File: src/rtl/dma_arb_pkg.sv
// Constants, types and register map of the DMA request arbiter
// How it works
// Requests sampled once per bus-clock period
// Fixed priority: channel 0 highest, 3 lowest
// Processor gets one access between transfers
// One grant covers exactly one transfer
// One pending flag per channel, no counting
// Source selection change may set pending flag
// Software clears pending after source change
// Writing 1 keeps pending, 0 clears it
// Software rewrites enable with pending, then verifies
// Read-modify-write of enable writes pending as 1
// Enable write reloads counter from written value
// Four interrupt control registers, low bits reset
// Pending set always; cleared just before transfer
// Underflow stops single mode, reloads repeat mode
// No pre-emption; arbitrate only between transfers
package dma_arb_pkg;

  localparam int NCH = 4;
  localparam int ADDR_W = 10;
  localparam int DATA_W = 8;
  localparam int TCR_W = 16;
  localparam int FIELD_W = 5;
  localparam int NREQ = 64;

  // Interrupt control register offsets, index 0 is channel 0
  localparam logic [3:0][9:0] IRQ_CTRL_OFS = {10'h06a, 10'h069, 10'h04c, 10'h04b};
  localparam int IRQ_CTRL_LOW_W = 3;
  localparam logic [7:0] IRQ_CTRL_RST = 8'h00;

  // Channel registers, one byte per channel from each base
  localparam logic [9:0] CTRL_BASE = 10'h380;
  localparam logic [9:0] SRC_BASE = 10'h384;
  localparam logic [9:0] TCR_LO_BASE = 10'h388;
  localparam logic [9:0] TCR_HI_BASE = 10'h38c;
  localparam logic [9:0] IRQ_STAT_OFS = 10'h390;
  localparam logic [9:0] IRQ_MASK_OFS = 10'h391;

  // Channel control register fields
  localparam int CTRL_REPEAT_BIT = 0;
  localparam int CTRL_PEND_BIT = 3;
  localparam int CTRL_EN_BIT = 4;

  // Source select register fields
  localparam int SRC_FIELD_LSB = 0;
  localparam int SRC_GROUP_BIT = 6;
  localparam int SRC_SWTRIG_BIT = 7;

  localparam logic [TCR_W-1:0] TCR_RST = 16'h0000;
  localparam logic [NCH-1:0] IRQ_STAT_RST = 4'h0;
  localparam logic [NCH-1:0] IRQ_MASK_RST = 4'h0;

  // Bus clock is the system clock divided by this count
  localparam logic [3:0] BCLK_DIV = 4'h2;

  typedef struct packed {
    logic repeat_mode;
    logic enable;
    logic pending;
  } chan_ctrl_s;

  typedef struct packed {
    logic group;
    logic [FIELD_W-1:0] field;
  } src_sel_s;

  localparam chan_ctrl_s CTRL_RST = '{repeat_mode: 1'b0, enable: 1'b0, pending: 1'b0};
  localparam src_sel_s SRC_RST = '{group: 1'b0, field: 5'h00};

  typedef enum logic [1:0] {
    ARB_IDLE,
    ARB_XFER,
    ARB_CPU
  } arb_state_e;

endpackage

File: src/rtl/dma_channel_request_arbiter.sv
// Four-channel DMA request sampling, arbitration and channel registers
`timescale 1ns/1ps
module dma_channel_request_arbiter (
  input wire logic clk,
  input wire logic srst,
  input wire logic [9:0] addr,
  input wire logic [7:0] wdata,
  input wire logic wr,
  input wire logic rd,
  output logic [7:0] rdata,
  input wire logic [63:0] req_lines,
  input wire logic xfer_done,
  input wire logic cpu_access_done,
  output logic bus_grant,
  output logic [1:0] grant_ch,
  output logic irq
);

  localparam int NCH = dma_arb_pkg::NCH;
  localparam int AW = dma_arb_pkg::ADDR_W;

  // Bus clock divider
  logic [3:0] bclk_cnt;
  logic bclk_en;

  // Address decode
  logic [NCH-1:0] ctrl_wr;
  logic [NCH-1:0] src_wr;
  logic [NCH-1:0] tcrl_wr;
  logic [NCH-1:0] tcrh_wr;
  logic [NCH-1:0] icr_wr;
  logic stat_wr;
  logic mask_wr;

  // Per-channel state gathered for the arbiter and readback
  logic [NCH-1:0] eligible;
  logic [NCH-1:0] grant_now;
  logic [NCH-1:0] done_ch;
  logic [NCH-1:0] underflow;
  dma_arb_pkg::chan_ctrl_s ctl_v [NCH];
  dma_arb_pkg::src_sel_s src_v [NCH];
  logic [15:0] cnt_v [NCH];
  logic [7:0] icr_v [NCH];

  // Arbiter
  dma_arb_pkg::arb_state_e state;
  logic any_elig;
  logic [1:0] pick_idx;

  // Interrupt status and mask
  logic [NCH-1:0] irq_stat;
  logic [NCH-1:0] irq_mask;

  logic [7:0] read_val;

  // One-cycle enable at the end of each bus-clock period
  always_ff @(posedge clk) begin
    if (srst) begin
      bclk_cnt <= 4'h0;
      bclk_en <= 1'b0;
    end else if (bclk_cnt == dma_arb_pkg::BCLK_DIV - 4'h1) begin
      bclk_cnt <= 4'h0;
      bclk_en <= 1'b1;
    end else begin
      bclk_cnt <= bclk_cnt + 4'h1;
      bclk_en <= 1'b0;
    end
  end

  always_comb begin
    ctrl_wr = '0;
    src_wr = '0;
    tcrl_wr = '0;
    tcrh_wr = '0;
    icr_wr = '0;
    for (int c = 0; c < NCH; c++) begin
      ctrl_wr[c] = wr && (addr == dma_arb_pkg::CTRL_BASE + AW'(c));
      src_wr[c] = wr && (addr == dma_arb_pkg::SRC_BASE + AW'(c));
      tcrl_wr[c] = wr && (addr == dma_arb_pkg::TCR_LO_BASE + AW'(c));
      tcrh_wr[c] = wr && (addr == dma_arb_pkg::TCR_HI_BASE + AW'(c));
      icr_wr[c] = wr && (addr == dma_arb_pkg::IRQ_CTRL_OFS[c]);
    end
    stat_wr = wr && (addr == dma_arb_pkg::IRQ_STAT_OFS);
    mask_wr = wr && (addr == dma_arb_pkg::IRQ_MASK_OFS);
  end

  genvar g;
  generate
    for (g = 0; g < NCH; g++) begin : g_ch
      dma_arb_pkg::chan_ctrl_s ctl;
      dma_arb_pkg::src_sel_s src;
      dma_arb_pkg::src_sel_s src_new;
      logic [15:0] reload;
      logic [15:0] counter;
      logic [7:0] icr;
      logic seen;
      logic chan_req;
      logic src_change;
      logic sw_trig;
      logic pend_set;
      logic pend_clr;
      logic at_zero;

      assign src_new.group = wdata[dma_arb_pkg::SRC_GROUP_BIT];
      assign src_new.field = wdata[dma_arb_pkg::SRC_FIELD_LSB +: dma_arb_pkg::FIELD_W];
      assign chan_req = req_lines[{src.group, src.field}];
      assign src_change = src_wr[g] && (src_new != src);
      assign sw_trig = src_wr[g] && wdata[dma_arb_pkg::SRC_SWTRIG_BIT];
      assign at_zero = (counter == 16'h0000);

      always_ff @(posedge clk) begin
        if (srst) begin
          src <= dma_arb_pkg::SRC_RST;
        end else if (src_wr[g]) begin
          src <= src_new;
        end
      end

      // Requests seen anywhere in the period count once at its end
      always_ff @(posedge clk) begin
        if (srst || bclk_en) begin
          seen <= 1'b0;
        end else if (chan_req) begin
          seen <= 1'b1;
        end
      end

      // Set regardless of enable; all channels of one period together
      assign pend_set = (bclk_en && (seen || chan_req)) || src_change || sw_trig;
      // A written 1 has no effect, a written 0 clears
      assign pend_clr = grant_now[g] || (ctrl_wr[g] && !wdata[dma_arb_pkg::CTRL_PEND_BIT]);

      always_ff @(posedge clk) begin
        if (srst) begin
          ctl.pending <= 1'b0;
        end else begin
          ctl.pending <= (ctl.pending && !pend_clr) || pend_set;
        end
      end

      always_ff @(posedge clk) begin
        if (srst) begin
          ctl.enable <= dma_arb_pkg::CTRL_RST.enable;
          ctl.repeat_mode <= dma_arb_pkg::CTRL_RST.repeat_mode;
        end else if (ctrl_wr[g]) begin
          ctl.enable <= wdata[dma_arb_pkg::CTRL_EN_BIT];
          ctl.repeat_mode <= wdata[dma_arb_pkg::CTRL_REPEAT_BIT];
        end else if (done_ch[g] && at_zero && !ctl.repeat_mode) begin
          ctl.enable <= 1'b0;
        end
      end

      always_ff @(posedge clk) begin
        if (srst) begin
          reload <= dma_arb_pkg::TCR_RST;
        end else if (tcrl_wr[g]) begin
          reload[7:0] <= wdata;
        end else if (tcrh_wr[g]) begin
          reload[15:8] <= wdata;
        end
      end

      always_ff @(posedge clk) begin
        if (srst) begin
          counter <= dma_arb_pkg::TCR_RST;
        end else if (ctrl_wr[g] && wdata[dma_arb_pkg::CTRL_EN_BIT]) begin
          counter <= reload;
        end else if (done_ch[g]) begin
          if (at_zero && ctl.repeat_mode) begin
            counter <= reload;
          end else begin
            counter <= counter - 16'h0001;
          end
        end
      end

      // Only the low bits have a defined reset value
      always_ff @(posedge clk) begin
        if (srst) begin
          icr[dma_arb_pkg::IRQ_CTRL_LOW_W-1:0] <= dma_arb_pkg::IRQ_CTRL_RST[dma_arb_pkg::IRQ_CTRL_LOW_W-1:0];
        end else if (icr_wr[g]) begin
          icr[dma_arb_pkg::IRQ_CTRL_LOW_W-1:0] <= wdata[dma_arb_pkg::IRQ_CTRL_LOW_W-1:0];
        end
      end

      always_ff @(posedge clk) begin
        if (icr_wr[g]) begin
          icr[7:dma_arb_pkg::IRQ_CTRL_LOW_W] <= wdata[7:dma_arb_pkg::IRQ_CTRL_LOW_W];
        end
      end

      assign eligible[g] = ctl.enable && ctl.pending;
      assign underflow[g] = done_ch[g] && at_zero;
      assign ctl_v[g] = ctl;
      assign src_v[g] = src;
      assign cnt_v[g] = counter;
      assign icr_v[g] = icr;
    end
  endgenerate

  dma_prio_pick u_pick (
    .req(eligible),
    .any(any_elig),
    .idx(pick_idx)
  );

  // Grant is taken only in the idle state, after the processor access
  always_comb begin
    grant_now = '0;
    done_ch = '0;
    if (state == dma_arb_pkg::ARB_IDLE && any_elig) begin
      grant_now[pick_idx] = 1'b1;
    end
    if (state == dma_arb_pkg::ARB_XFER && xfer_done) begin
      done_ch[grant_ch] = 1'b1;
    end
  end

  always_ff @(posedge clk) begin
    if (srst) begin
      state <= dma_arb_pkg::ARB_IDLE;
      bus_grant <= 1'b0;
      grant_ch <= 2'h0;
    end else begin
      case (state)
        dma_arb_pkg::ARB_IDLE: begin
          if (any_elig) begin
            state <= dma_arb_pkg::ARB_XFER;
            bus_grant <= 1'b1;
            grant_ch <= pick_idx;
          end
        end
        dma_arb_pkg::ARB_XFER: begin
          // A grant ends after exactly one unit, no pre-emption meanwhile
          if (xfer_done) begin
            state <= dma_arb_pkg::ARB_CPU;
            bus_grant <= 1'b0;
          end
        end
        dma_arb_pkg::ARB_CPU: begin
          if (cpu_access_done) begin
            state <= dma_arb_pkg::ARB_IDLE;
          end
        end
        default: begin
          state <= dma_arb_pkg::ARB_IDLE;
          bus_grant <= 1'b0;
        end
      endcase
    end
  end

  // Underflow events are sticky; a new event beats a clearing write
  always_ff @(posedge clk) begin
    if (srst) begin
      irq_stat <= dma_arb_pkg::IRQ_STAT_RST;
    end else begin
      irq_stat <= (irq_stat & ~(stat_wr ? wdata[NCH-1:0] : 4'h0)) | underflow;
    end
  end

  always_ff @(posedge clk) begin
    if (srst) begin
      irq_mask <= dma_arb_pkg::IRQ_MASK_RST;
    end else if (mask_wr) begin
      irq_mask <= wdata[NCH-1:0];
    end
  end

  always_ff @(posedge clk) begin
    if (srst) begin
      irq <= 1'b0;
    end else begin
      irq <= |(irq_stat & irq_mask);
    end
  end

  always_comb begin
    read_val = 8'h00;
    for (int c = 0; c < NCH; c++) begin
      if (addr == dma_arb_pkg::CTRL_BASE + AW'(c)) begin
        read_val[dma_arb_pkg::CTRL_REPEAT_BIT] = ctl_v[c].repeat_mode;
        read_val[dma_arb_pkg::CTRL_PEND_BIT] = ctl_v[c].pending;
        read_val[dma_arb_pkg::CTRL_EN_BIT] = ctl_v[c].enable;
      end
      if (addr == dma_arb_pkg::SRC_BASE + AW'(c)) begin
        read_val[dma_arb_pkg::SRC_FIELD_LSB +: dma_arb_pkg::FIELD_W] = src_v[c].field;
        read_val[dma_arb_pkg::SRC_GROUP_BIT] = src_v[c].group;
      end
      if (addr == dma_arb_pkg::TCR_LO_BASE + AW'(c)) begin
        read_val = cnt_v[c][7:0];
      end
      if (addr == dma_arb_pkg::TCR_HI_BASE + AW'(c)) begin
        read_val = cnt_v[c][15:8];
      end
      if (addr == dma_arb_pkg::IRQ_CTRL_OFS[c]) begin
        read_val = icr_v[c];
      end
    end
    if (addr == dma_arb_pkg::IRQ_STAT_OFS) begin
      read_val[NCH-1:0] = irq_stat;
    end
    if (addr == dma_arb_pkg::IRQ_MASK_OFS) begin
      read_val[NCH-1:0] = irq_mask;
    end
  end

  // Read data stand for one cycle only
  always_ff @(posedge clk) begin
    if (srst) begin
      rdata <= 8'h00;
    end else if (rd) begin
      rdata <= read_val;
    end else begin
      rdata <= 8'h00;
    end
  end

endmodule // dma_channel_request_arbiter

File: src/rtl/dma_prio_pick.sv
// Fixed-priority picker: lowest index wins
`timescale 1ns/1ps
module dma_prio_pick (
  input wire logic [3:0] req,
  output logic any,
  output logic [1:0] idx
);

  always_comb begin
    any = 1'b0;
    idx = 2'h0;
    for (int i = 3; i >= 0; i--) begin
      if (req[i]) begin
        any = 1'b1;
        idx = 2'(i);
      end
    end
  end

endmodule // dma_prio_pick

File: config.mk
export PLATFORM = sky130hd
export DESIGN_NAME = dma_channel_request_arbiter
export DESIGN_NICKNAME = d
export VERILOG_FILES = /design/src/rtl/dma_arb_pkg.sv /design/src/rtl/dma_channel_request_arbiter.sv /design/src/rtl/dma_prio_pick.sv
export SDC_FILE = /design/constraint.sdc
export NUM_CORES = 1
export LEC_CHECK = 0
export ABC_AREA = 1
export BUFFER_PORTS_ARGS = -buffer_cell sky130_fd_sc_hd__buf_2
export CORE_UTILIZATION = 40
export DETAILED_ROUTE_END_ITERATION = 7
export HOLD_SLACK_MARGIN = 0.03
export PLACE_DENSITY_LB_ADDON = 0.08
export SLEW_MARGIN = 10
export SYNTH_ARGS = -nofsm -noshare
export SYNTH_HDL_FRONTEND = slang
export SYNTH_SLANG_ARGS = --single-unit
File: constraint.sdc
create_clock -name clk -period 2.8 [get_ports clk]
set_clock_uncertainty 0.05 [all_clocks]
set_input_delay 0.14 -clock clk [delete_from_list [all_inputs] [get_ports clk]]
set_output_delay 0.14 -clock clk [all_outputs]
set_load 0.01 [all_outputs]
==> results.toml <==
[timing]
fin_crit_ns = 2.61
timing.setup.tns_ns = 0
tightest_slew_ns = 1.00
drv_slew = 0
slew_headroom = 0.325
fin_crit_sh = 0.930
setup_viol = 0
final_hold_viol_count = 0
fmax_mhz = 384
rsz0062_at_grt = "no"

[yosys]
syn_area_mm2 = 0.0138
yosysSeqAreaShare = 0.344
synth_nets = 2153
ys_types = 57
postSynthAreaPerCell_um2 = 6.70
synth_edf_count = 20
yosys_warnings = 0
synthFlopType = "dfxtp_1"
synth-seq-cells = 227
syn-instance-count = 2059
ys_async_sr_fraction = 0

[clocking]
post_cts_buffers = 0
clkSinkCount = 227
cts-root-buf = "clkbuf_16"
clock_tree.buffer_depth = 3
cts_buffers = 27
clock_latency_ns = 0.55
htree_levels = 1
cts_tree = "yes"
clk_pin_slew_ns = 0.06

[route]
antenna_left = 0
via_count = 15000
viasPerCell = 5.74
wl_um = 54600
remaining_drc_errors = 0
firstDrtPassIters = 6
drtIter0Drc = 1255
wl_per_cell_um = 20.9

[outcome]
outcome = "finished clean"

[pwr]
vdd_ir_drop_max_mv = 0.429
p_leak_nw = 6.58
powerDensity_mw_per_mm2 = 478

[worst_setup_path]
worstRegToRegCells = 16
cp_max_fo = 15
cp.arrival_ns = 2.96
crit_type = "flop to flop"
critical_path_required_ns = 3.15
start_kind = "flop"
cp-end-kind = "flop"

[global_route]
grt_pass1_vias = 14200
grt_overflow = 0
grtUsageTotal = 0.304
antenna_found_initial = 1
grt_pass1_wl_um = 84000
grt_max_degree = 59

[floorplanning]
rows = 67
die_area_mm2 = 0.0352
die_h_um = 188
initial_utilization = 0.409
die_w_um = 188
core_area_mm2 = 0.0337
pin_count = 100

[cells_and_area]
area.growth.synth_to_final_pct = 15.9
register_area_mm2 = 0.00474
antennaDiodeCount = 0
fillers = 3541
drive_gt1_frac = 0.134
num-nets-final = 2244
multiInputGateArea_mm2 = 0.00776
final_cell_count_no_fill = 2617
fin_area_mm2 = 0.0160

[placement]
hpwl_um = 39600
port_buffers = 99
place_area_mm2 = 0.0149
dpl.cell_count = 2559
gp_congestion = 0.991

[min_path]
hold-path-cell-count = 3
hold_class = "input port to flop"

[flow_run]
drv_cap = 0
layer usage:
layer	wire, um	up-vias	GRT usage	share of wire
met5	0	-	0	0
met4	2390	0	0.127	0.044
met3	3430	130	0.0314	0.063
met2	24500	611	0.492	0.45
met1	24200	7041	0.412	0.44
li1	-	7248	-	-
power breakdown:
part / internal, mW / switching [mW]
clock network: 2.32 / 1.48
logic: 0.155 / 0.372
registers: 3.29 / 0.0155
logic make-up after synthesis:
group	synth area share
adder cells (fa/ha/maj)	0.00544
flip-flops	0.344
XOR/XNOR	0.0273
buffers and inverters	0.0947
AO/OA/AOI/OAI	0.289
multiplexers	0.00145
AND/OR/NAND/NOR	0.238
critical path, cell delays in order (launching register included):
cell     delay (ns)
dfxtp_1        0.31
inv_1          0.14
ha_1           0.25
nand3_2        0.15
nor3_4         0.21
nand3_2        0.10
nor2_1         0.09
inv_1          0.08
nor3_4         0.18
nand3_2        0.10
inv_2          0.08
a21oi_4        0.10
buf_4          0.22
nor2_1         0.16
nor2_1         0.05
o21ai_0        0.10
a21oi_1        0.08
cell usage in the layout (no fill, tap or decap), types with 7 or more instances in the layout:
cell type      instances
a211oi_1              36
a21oi_1              180
a221oi_1               9
a31oi_1               13
buf_2                 99
buf_4                 72
clkbuf_16             27
dfxtp_1              207
dlygate4sd3_1         10
edfxtp_1              20
inv_1                183
inv_2                 17
nand2_1              262
nand3_1               52
nand4_1               22
nor2_1               327
nor2_2                12
nor2_4                 8
nor3_1                28
nor3_2                 7
nor4_1                10
o211ai_1              30
o21ai_0              298
o221ai_1              14
o22ai_1               79
xnor2_1               11
xor2_1                32
synthesized netlist by cell type (all sizes together), types with 6 or more instances:
cell type / instances / area, um2
a211oi: 36 / 270
a21oi: 181 / 917
a221oi: 9 / 78.8
a31oi: 13 / 81.3
buf: 22 / 151
clkbuf: 100 / 377
clkinv: 7 / 27.5
dfxtp: 207 / 4140
edfxtp: 20 / 601
ha: 6 / 75.1
inv: 200 / 751
nand2: 267 / 1020
nand3: 56 / 300
nand3b: 6 / 45.0
nand4: 22 / 138
nor2: 347 / 1390
nor3: 37 / 233
nor4: 14 / 113
o2111ai: 6 / 52.6
o211ai: 30 / 225
o21ai: 306 / 1550
o221ai: 15 / 138
o22ai: 79 / 494
o31ai: 6 / 45.0
xnor2: 11 / 96.3
xor2: 32 / 280
registers in the layout, indices dropped and copies added, names as in the netlist:
signal,cells
grant_ch,2
irq_mask,4
bclk_cnt,4
bus_grant,1
bclk_en,1
g_ch.src,24
g_ch.icr,32
ctl_v,12
rdata,8
irq_stat,4
state,2
irq,1
g_ch.counter,64
g_ch.seen,4
g_ch.reload,64
layout make-up:
cell class                 count  share of cell area
clock buffer                  35              0.0460
clock inverter                13              0.0132
inverter                     207              0.0487
multi-input combinational   1503               0.485
sequential                   227               0.297
tap                          448              0.0351
timing repair buffer         184              0.0748
per-stage QoR:
step	hold slack, ns	power (mW)	setup WS [ns]	util
global placement	0.387	3.88	0.182	0.443
detailed placement	0.388	3.89	0.100	0.443
CTS	0.0354	7.68	0.0785	0.474
finish	0.0401	7.64	0.195	0.474
floorplan	0.189	3.60	0.643	-
global route	0.0516	7.85	0.0126	0.474
final timing paths:
kind / startpoint / endpoint / slack [ns]
worst max-delay path: g_ch[2].counter[0]$_SDFFE_PP0P_ / g_ch[2].counter[11]$_SDFFE_PP0P_ / 0.19
worst min-delay path: wdata[0] / g_ch[2].src[0]$_SDFFE_PP0P_ / 0.04
worst max register to register: g_ch[2].counter[0]$_SDFFE_PP0P_ / g_ch[2].counter[11]$_SDFFE_PP0P_ / 0.19
worst min register to register: g_ch[3].reload[11]$_SDFFE_PP0P_ / g_ch[3].reload[11]$_SDFFE_PP0P_ / 0.40
timing repair:
action                                 in CTS  in global routing
setup endpoints to repair                   0                 11
endpoints found under the hold margin      24                  0
hold buffers                               10                  0
gates resized for setup                     0                  4
(Power assumes the default switching activity.)
